[src/hw/usart_rx_pkg.sv]
// receive-side serial port constants: register map, field layout, timing
// assumes a 32-bit AXI4-Lite register bus and a 40 MHz system clock
package usart_rx_pkg;
    localparam int          DATA_W        = 32;
    localparam int          ADDR_W        = 8;
    // register byte addresses
    localparam logic [7:0]  CTRL_OFS      = 8'h00;
    localparam logic [7:0]  DATA_OFS      = 8'h04;
    localparam logic [7:0]  MODE_OFS      = 8'h08;
    localparam logic [7:0]  STAT_OFS      = 8'h0C;
    // control register fields
    localparam int          NINTH_BIT     = 0;
    localparam int          OVR_BIT       = 1;
    localparam int          FRM_BIT       = 2;
    localparam int          ADEN_BIT      = 3;
    localparam int          CONTINUOUS_RX_ENABLE_BIT      = 4;
    localparam int          SINGLE_RX_ENABLE_BIT      = 5;
    localparam int          RX9_BIT       = 6;
    // mode register fields
    localparam int          SYNC_BIT      = 0;
    localparam int          MASTER_BIT    = 1;
    // status register fields
    localparam int          FULL_BIT      = 0;
    localparam int          CHAR_W        = 9;
    // line timing
    localparam int          CLK_HZ        = 40_000_000;
    localparam int          BAUD_DEF      = 2_500_000;
    localparam int          BIT_CLKS_DEF  = CLK_HZ / BAUD_DEF;
    localparam int          CNT_W         = 16;
    localparam logic [1:0]  RESP_OKAY     = 2'h0;
    localparam logic [1:0]  RESP_SLVERR   = 2'h2;
    typedef enum logic [2:0] {
        SEL_CTRL, SEL_DATA, SEL_MODE, SEL_STAT, SEL_NONE
    } reg_sel_e;
endpackage : usart_rx_pkg

[src/hw/usart_rx_ctrl.sv]
// usart_rx_ctrl: receive control and status of a serial port with an
// AXI4-Lite register slave, a one-character receive buffer and error flags
// assumes line inputs synchronous to clk and one AXI master
//
// How it works
// - async: receive characters while continuous enable is set, else stop
// - sync: continuous enable keeps receiving and overrides single enable
// - 9-bit async, address detect on: keep only characters with ninth bit 1
// - address detect off: keep every character; ninth bit left for software
// - framing flag follows each character loaded after a buffer read
// - overrun flag sets on overrun, clears when continuous enable is cleared
// - single enable receives one character in sync master, ignored in slave
// - single enable clears itself when the single reception completes
`timescale 1ns/1ps
module usart_rx_ctrl #(
    parameter int BIT_CLKS = usart_rx_pkg::BIT_CLKS_DEF
) (
    // clock and reset
    input  wire logic                              clk,
    input  wire logic                              srst,
    // axi4-lite write
    input  wire logic [usart_rx_pkg::ADDR_W-1:0]   awaddr,
    input  wire logic                              awvalid,
    output logic                                   awready,
    input  wire logic [usart_rx_pkg::DATA_W-1:0]   wdata,
    input  wire logic [3:0]                        wstrb,
    input  wire logic                              wvalid,
    output logic                                   wready,
    output logic [1:0]                             bresp,
    output logic                                   bvalid,
    input  wire logic                              bready,
    // axi4-lite read
    input  wire logic [usart_rx_pkg::ADDR_W-1:0]   araddr,
    input  wire logic                              arvalid,
    output logic                                   arready,
    output logic [usart_rx_pkg::DATA_W-1:0]        rdata,
    output logic [1:0]                             rresp,
    output logic                                   rvalid,
    input  wire logic                              rready,
    // serial line
    input  wire logic                              rx_in,
    input  wire logic                              sck_in,
    output logic                                   sck_out,
    output logic                                   sck_oe,
    // buffer holds an unread character
    output logic                                   rx_char_ready
);
    import usart_rx_pkg::*;

    function automatic reg_sel_e decode(input logic [ADDR_W-1:0] a);
        case (a)
            CTRL_OFS: decode = SEL_CTRL;
            DATA_OFS: decode = SEL_DATA;
            MODE_OFS: decode = SEL_MODE;
            STAT_OFS: decode = SEL_STAT;
            default:  decode = SEL_NONE;
        endcase
    endfunction : decode

    logic              continuous_rx_enable_q, single_rx_enable_q, aden_q, rx9_q, sync_q, master_q;
    logic              ovr_q, frm_q, full_q;
    logic [CHAR_W-1:0] buf_q;
    logic              aw_hold_q, w_hold_q;
    logic [ADDR_W-1:0] awaddr_q;
    logic [DATA_W-1:0] wdata_q;
    logic [3:0]        wstrb_q;
    logic              run, done, frame_err, wr_go, rd_go, pop;
    logic              accept, load, overrun, single_done, full_eff;
    logic [CHAR_W-1:0] char_data;
    reg_sel_e          wsel;

    // receive enable: continuous wins, single only as sync master
    always_comb begin
        if (!sync_q)
            run = continuous_rx_enable_q;
        else
            run = continuous_rx_enable_q || (single_rx_enable_q && master_q);
    end

    rx_shifter #(.BIT_CLKS(BIT_CLKS)) rx_shifter_i (
        .clk         (clk),
        .srst        (srst),
        .run         (run),
        .sync_mode   (sync_q),
        .master      (master_q),
        .nine_bit    (rx9_q),
        .rx_in       (rx_in),
        .sck_in      (sck_in),
        .sck_out     (sck_out),
        .done        (done),
        .data_q      (char_data),
        .frame_err_q (frame_err)
    );
    assign sck_oe = sync_q && master_q;

    // address filter applies only to 9-bit asynchronous reception
    assign accept = done && !(aden_q && rx9_q && !sync_q
                              && !char_data[CHAR_W-1]);
    // a read in the same cycle frees the buffer for the new character
    assign full_eff    = full_q && !pop;
    assign load        = accept && !full_eff;
    assign overrun     = accept && full_eff;
    assign single_done = done && sync_q && master_q && !continuous_rx_enable_q;
    assign rx_char_ready = full_q;

    // axi write channel: address and data taken in either order
    assign awready = !aw_hold_q && !bvalid;
    assign wready  = !w_hold_q && !bvalid;
    assign wr_go   = aw_hold_q && w_hold_q && !bvalid;
    assign wsel    = decode(awaddr_q);

    always_ff @(posedge clk) begin
        if (srst) begin
            aw_hold_q <= 1'b0;
            w_hold_q  <= 1'b0;
            awaddr_q  <= '0;
            wdata_q   <= '0;
            wstrb_q   <= '0;
            bvalid    <= 1'b0;
            bresp     <= RESP_OKAY;
        end else begin
            if (awvalid && awready) begin
                aw_hold_q <= 1'b1;
                awaddr_q  <= awaddr;
            end
            if (wvalid && wready) begin
                w_hold_q <= 1'b1;
                wdata_q  <= wdata;
                wstrb_q  <= wstrb;
            end
            if (wr_go) begin
                aw_hold_q <= 1'b0;
                w_hold_q  <= 1'b0;
                bvalid    <= 1'b1;
                bresp     <= (wsel == SEL_NONE) ? RESP_SLVERR : RESP_OKAY;
            end else if (bvalid && bready) begin
                bvalid <= 1'b0;
            end
        end
    end

    // software enables; single enable also cleared by hardware
    always_ff @(posedge clk) begin
        if (srst) begin
            continuous_rx_enable_q   <= 1'b0;
            single_rx_enable_q   <= 1'b0;
            aden_q   <= 1'b0;
            rx9_q    <= 1'b0;
            sync_q   <= 1'b0;
            master_q <= 1'b0;
        end else begin
            if (single_done)
                single_rx_enable_q <= 1'b0;
            if (wr_go && wstrb_q[0] && wsel == SEL_CTRL) begin
                continuous_rx_enable_q <= wdata_q[CONTINUOUS_RX_ENABLE_BIT];
                single_rx_enable_q <= wdata_q[SINGLE_RX_ENABLE_BIT];
                aden_q <= wdata_q[ADEN_BIT];
                rx9_q  <= wdata_q[RX9_BIT];
            end
            if (wr_go && wstrb_q[0] && wsel == SEL_MODE) begin
                sync_q   <= wdata_q[SYNC_BIT];
                master_q <= wdata_q[MASTER_BIT];
            end
        end
    end

    // axi read channel: one read at a time, answer one cycle after arvalid
    assign arready = !rvalid;
    assign rd_go   = arvalid && arready;
    assign pop     = rd_go && decode(araddr) == SEL_DATA;

    always_ff @(posedge clk) begin
        if (srst) begin
            rvalid <= 1'b0;
            rdata  <= '0;
            rresp  <= RESP_OKAY;
        end else if (rd_go) begin
            rvalid <= 1'b1;
            rdata  <= '0;
            rresp  <= RESP_OKAY;
            case (decode(araddr))
                SEL_CTRL: begin
                    rdata[CONTINUOUS_RX_ENABLE_BIT]  <= continuous_rx_enable_q;
                    rdata[SINGLE_RX_ENABLE_BIT]  <= single_rx_enable_q;
                    rdata[ADEN_BIT]  <= aden_q;
                    rdata[RX9_BIT]   <= rx9_q;
                    rdata[FRM_BIT]   <= frm_q;
                    rdata[OVR_BIT]   <= ovr_q;
                    rdata[NINTH_BIT] <= buf_q[CHAR_W-1];
                end
                SEL_DATA: rdata[CHAR_W-1:0] <= buf_q;
                SEL_MODE: begin
                    rdata[SYNC_BIT]   <= sync_q;
                    rdata[MASTER_BIT] <= master_q;
                end
                SEL_STAT: rdata[FULL_BIT] <= full_q;
                default:  rresp <= RESP_SLVERR;
            endcase
        end else if (rvalid && rready) begin
            rvalid <= 1'b0;
        end
    end

    // receive buffer and framing flag move together on each load
    always_ff @(posedge clk) begin
        if (srst) begin
            full_q <= 1'b0;
            buf_q  <= '0;
            frm_q  <= 1'b0;
        end else if (load) begin
            full_q <= 1'b1;
            buf_q  <= char_data;
            frm_q  <= frame_err;
        end else if (pop) begin
            full_q <= 1'b0;
        end
    end

    // overrun set wins over the clear by continuous enable low
    always_ff @(posedge clk) begin
        if (srst)
            ovr_q <= 1'b0;
        else if (overrun)
            ovr_q <= 1'b1;
        else if (!continuous_rx_enable_q)
            ovr_q <= 1'b0;
    end
endmodule : usart_rx_ctrl

[src/hw/rx_shifter.sv]
// rx_shifter: assembles one character from the serial line
// assumes rx_in and sck_in are already synchronous to clk
`timescale 1ns/1ps
module rx_shifter #(
    parameter int BIT_CLKS = usart_rx_pkg::BIT_CLKS_DEF
) (
    // clock and reset
    input  wire logic                              clk,
    input  wire logic                              srst,
    // control
    input  wire logic                              run,
    input  wire logic                              sync_mode,
    input  wire logic                              master,
    input  wire logic                              nine_bit,
    // line
    input  wire logic                              rx_in,
    input  wire logic                              sck_in,
    output logic                                   sck_out,
    // result
    output logic                                   done,
    output logic [usart_rx_pkg::CHAR_W-1:0]        data_q,
    output logic                                   frame_err_q
);
    import usart_rx_pkg::*;

    localparam logic [CNT_W-1:0] FULL_CNT = CNT_W'(BIT_CLKS - 1);
    localparam logic [CNT_W-1:0] HALF_CNT = CNT_W'(BIT_CLKS / 2 - 1);

    typedef enum logic [1:0] {ST_IDLE, ST_START, ST_BITS, ST_STOP} st_e;

    st_e              st_q;
    logic [CNT_W-1:0] cnt_q;
    logic [3:0]       idx_q;
    logic [CHAR_W-1:0] sh_q;
    logic             sck_q;
    logic             sck_in_q;
    logic             tick;
    logic             sample;
    logic             last;

    assign tick    = (cnt_q == '0);
    assign last    = (idx_q == (nine_bit ? 4'(CHAR_W - 1) : 4'(CHAR_W - 2)));
    assign sck_out = sck_q;
    // sync master samples on its own rising edge, slave on the rising edge of sck_in
    always_comb begin
        if (!sync_mode)
            sample = tick;
        else if (master)
            sample = tick && !sck_q;
        else
            sample = sck_in && !sck_in_q;
    end

    always_ff @(posedge clk) begin
        if (srst)
            sck_in_q <= 1'b0;
        else
            sck_in_q <= sck_in;
    end

    always_ff @(posedge clk) begin
        if (srst || !run || st_q != ST_BITS || !sync_mode || !master)
            sck_q <= 1'b0;
        else if (tick)
            sck_q <= !sck_q;
    end

    always_ff @(posedge clk) begin
        if (srst) begin
            st_q        <= ST_IDLE;
            cnt_q       <= '0;
            idx_q       <= '0;
            sh_q        <= '0;
            done        <= 1'b0;
            data_q      <= '0;
            frame_err_q <= 1'b0;
        end else begin
            done  <= 1'b0;
            cnt_q <= tick ? (sync_mode ? HALF_CNT : FULL_CNT) : cnt_q - 1'b1;
            // dropping the enable abandons a partly assembled character
            if (!run) begin
                st_q <= ST_IDLE;
            end else begin
                case (st_q)
                    ST_IDLE: begin
                        idx_q <= '0;
                        sh_q  <= '0;
                        if (sync_mode) begin
                            st_q  <= ST_BITS;
                            cnt_q <= HALF_CNT;
                        end else if (!rx_in) begin
                            st_q  <= ST_START;
                            cnt_q <= HALF_CNT;
                        end
                    end
                    ST_START: begin
                        // a start bit gone high by mid-bit was a glitch
                        if (tick)
                            st_q <= rx_in ? ST_IDLE : ST_BITS;
                    end
                    ST_BITS: begin
                        if (sample) begin
                            sh_q[idx_q] <= rx_in;
                            idx_q       <= idx_q + 1'b1;
                            if (last && sync_mode) begin
                                st_q        <= ST_IDLE;
                                done        <= 1'b1;
                                frame_err_q <= 1'b0;
                                data_q      <= sh_q;
                                data_q[idx_q] <= rx_in;
                            end else if (last) begin
                                st_q <= ST_STOP;
                            end
                        end
                    end
                    ST_STOP: begin
                        if (tick) begin
                            st_q        <= ST_IDLE;
                            done        <= 1'b1;
                            data_q      <= sh_q;
                            frame_err_q <= !rx_in;
                        end
                    end
                    default: st_q <= ST_IDLE;
                endcase
            end
        end
    end
endmodule : rx_shifter

[config.mk]
export PLATFORM = sky130hd
export DESIGN_NAME = usart_rx_ctrl
export DESIGN_NICKNAME = d
export VERILOG_FILES = /design/src/hw/usart_rx_pkg.sv /design/src/hw/usart_rx_ctrl.sv /design/src/hw/rx_shifter.sv
export SDC_FILE = /design/constraint.sdc
export NUM_CORES = 1
export LEC_CHECK = 0
export ABC_AREA = 1
export BUFFER_PORTS_ARGS = -buffer_cell sky130_fd_sc_hd__buf_2
export CORE_MARGIN = 2
export CORE_UTILIZATION = 35
export CTS_CLUSTER_SIZE = 10
export DETAILED_ROUTE_END_ITERATION = 8
export PLACE_DENSITY = 0.65
export SETUP_SLACK_MARGIN = 0.02
export SLEW_MARGIN = 5
export SYNTH_ARGS = -nofsm -noshare
export SYNTH_HDL_FRONTEND = slang
export SYNTH_SLANG_ARGS = --single-unit
export TNS_END_PERCENT = 1
[constraint.sdc]
create_clock -name clk -period 1.9 [get_ports clk]
set_input_delay 0.19 -clock clk [delete_from_list [all_inputs] [get_ports clk]]
set_output_delay 0.19 -clock clk [all_outputs]
set_load 0.01 [all_outputs]
==> reports/results.tsv <==
stage	metric	value	unit
run	cap_viol_max_count	0	
synth	postSynthCellCount	646	
timing	tns	0	ns
final_layout	design_area	5305	um2
timing	setup_viol	0	
worst_setup_path	crit_buf_inv	2	
timing	fmax	568.2	MHz
worst_setup_path	cp_top_family	simple AND/OR/NAND/NOR gates	
final_layout	antenna_cells	0	
detailed_routing	routed_wl	10030	um
synth	synth_area	4526	um2
synth	ys_ff_latch	92	
timing	min_period	1.760	ns
timing	hold_slack	0.09798	ns
worst_setup_path	cp_cell_sequence	inv_1 -> ha_1 -> nand3_1 -> nor2_4 -> nand4_1 -> nand2_1 -> nand2_1 -> nand2_4 -> buf_4 -> nand3_1 -> nand2_1 -> nor2_1	
global_routing	grtUsageTotal	14.71	%
worst_setup_path	crit_path_top_delay_cell	dfxtp_1	
die	coreArea	12620	um2
worst_setup_path	path_common_cell	nand2_1	
status	outcome	completed	
cts	clockBufferDepth	2	
worst_setup_path	startpoint_type	flop	
placed_design	gp_congestion	0.8408	
cts	cts_inserted_buffers	9	
synth	seq_area_frac_synth	40.70	%
global_routing	grt_antenna_before_repair	0	
die	dieArea	13860	um2
cts	root_buffer	clkbuf_16	
detailed_routing	ant_nets	0	
placed_design	placed_area	4957	um2
worst_setup_path	path_class	flop to flop	
detailed_routing	dr.pass1.iters	5	
worst_setup_path	slowest_delay	0.32	ns
cts	insertion_delay	0.34	ns
synth	syn_area_per_cell	7.006	um2
synth	synth.distinct_cells	36	
final_layout	n_fill_cell	1378	
final_layout	synthToLayoutAreaGrowth	17.22	%
worst_setup_path	rrSetupSlack	0.14	ns
detailed_routing	wire_per_inst	11.36	um
placed_design	place_inst	867	
global_routing	grt_max_degree	50	
die	die_y	117.7	um
final_layout	layout_common_cells	nand2_1, dfxtp_1, nor2_1	
timing	grt_setup_unrepaired	true	
cts	cts-htree-levels	3	
die	initial_utilization	35.86	%
cts	cts_tree	yes	
global_routing	grt_pass1_wl	17090	um
power	leakagePower	2.259	nW
timing	slew_headroom	63.35	%
detailed_routing	num_vias	4072	
cts	cts_setup_buffers	0	
final_layout	final_common_cell	nand2_1	
timing	fin_skew	0.01102	ns
power	power_density	1032	nW/um2
detailed_routing	drt_iter0_markers	303	
cts	clk_pin_slew	0.07	ns
timing	worstMarginPinSlew	0.5497	ns
global_routing	grt_overflow	0	
cts	cts_hold_buf	0	
timing	final_hold_viol_count	0	
final_layout	drive_gt1_share	16.03	%
worst_setup_path	cp.required	2.11	ns
synth	synth_warnings	0	
power	ir_drop	0.0005700	V
die	num_rows	41	
global_routing	grt_pass1_vias	3735	
cts	cts_num_sinks	92	
timing	drv_slew	0	
timing	fin_crit_sh	92.63	%
detailed_routing	vias_per_cell	4.612	
die	ioPinCount	105	
worst_hold_path	hold_class	input pin to flop	
worst_setup_path	end_kind	flop	
placed_design	io_buffers	50	
final_layout	finish.utilization	42.04	%
final_layout	fin_cells	883	
final_layout	nets	773	
detailed_routing	drc	0	
worst_setup_path	path_max_fanout	9	
placed_design	dp_hpwl	7326	um
die	die_w	117.7	um
worst_setup_path	arrival	1.97	ns
synthesized netlist by cell type:
master | count | area, um2
nor2_4 | 4 | 45.04
a31oi_1 | 5 | 31.28
nand2_2 | 3 | 18.77
nor2_1 | 80 | 300.3
o21ai_0 | 37 | 185.2
buf_2 | 9 | 45.04
buf_6 | 1 | 11.26
xnor2_1 | 2 | 17.52
nor2_2 | 5 | 31.28
nand2_4 | 1 | 11.26
o31ai_1 | 1 | 7.510
o21ai_2 | 1 | 8.760
a311oi_1 | 1 | 8.760
or2_2 | 5 | 31.28
dfxtp_1 | 92 | 1842
nor3_1 | 7 | 35.03
buf_1 | 3 | 11.26
nand4_1 | 8 | 50.05
o21a_1 | 1 | 7.510
inv_1 | 58 | 217.7
a211oi_1 | 1 | 7.510
nor4_2 | 1 | 12.51
a21o_1 | 1 | 7.510
clkbuf_1 | 9 | 33.78
o211ai_1 | 1 | 7.510
nand3_1 | 56 | 280.3
conb_1 | 1 | 3.750
ha_1 | 6 | 75.07
nand3_4 | 1 | 17.52
xor2_1 | 12 | 105.1
nor4_1 | 1 | 6.260
nand2_1 | 146 | 548.0
buf_4 | 26 | 195.2
and3_1 | 1 | 6.260
a21oi_1 | 57 | 285.3
a21oi_2 | 2 | 17.52
metrics by stage:
step / power [mW] / setup WS (ns)
2_1_floorplan: 3.280 / 0.3006
5_1_grt: 5.837 / -0.04557
4_1_cts: 5.492 / 0.08722
6_report: 5.476 / 0.1401
3_5_place_dp: 3.554 / -0.01552
3_3_place_gp: 3.532 / 0.006925
worst reg2reg max path, delay by kind of cell, from the launching register on:
kind,cells,cell delay (ns)
flip-flops,1,0.32
AND/OR/NAND/NOR,9,0.93
buffers and inverters,2,0.25
adder cells (fa/ha/maj),1,0.14
routing by layer:
layer / GRT usage (%) / up-vias / part of all wire [%]
met3: 3.052 / 11 / 4.5
met4: 4.593 / 0 / 1.2
li1: - / 2159 / -
met2: 23.76 / 94 / 45
met5: 0 / - / 0
met1: 19.69 / 1808 / 49
cell families (layout without fill, tap and decap cells):
group / Yosys count / count (layout) / synth area share (%)
AND/OR/NAND/NOR: 319 / 319 / 30.80
AO/OA/AOI/OAI: 108 / 108 / 12.69
buffers and inverters: 106 / 147 / 11.36
flip-flops: 92 / 92 / 40.70
XOR/XNOR: 14 / 14 / 2.709
adder cells (fa/ha/maj): 6 / 6 / 1.659
other: 1 / 25 / 0.08286
repair_timing:
item                                    CTS  global route
endpoints found under the setup margin   12            27
resized for setup                         1             6
pin swaps                                 0             2
area by class of cell:
type	instances	area [um2]	area share, %
multi-input combinational	472	2280	42.97
sequential	92	1842	34.72
timing repair buffer	73	426.7	8.042
clock buffer	10	229.0	4.316
inverter	58	217.7	4.104
tap	172	215.2	4.057
clock inverter	6	95.09	1.792
final timing paths:
kind / from / end / cells after the start
setup / recovery: rx_shifter_i.cnt_q[1] / rx_shifter_i.sh_q[0] / 12
hold / removal: awaddr[0] / awaddr_q[0] / 3
setup reg to reg: rx_shifter_i.cnt_q[1] / rx_shifter_i.sh_q[0] / 12
hold reg to reg: awaddr_q[7] / awaddr_q[7] / 2
registers in the layout, indices dropped and copies added (netlist names), 4 cells and up:
signal,cells
rx_shifter_i.cnt_q,16
buf_q,9
rdata,9
rx_shifter_i.data_q,9
rx_shifter_i.sh_q,9
awaddr_q,8
wdata_q,6
rx_shifter_i.idx_q,4
report_power, final:
group	leakage [nW]	switching [mW]	total, mW	internal, mW
clock network	0.158	0.767	1.93	1.17
logic	1.35	0.790	1.29	0.496
registers	0.749	0.135	2.26	2.12
No activity file was read; power rests on OpenSTA's default activity.
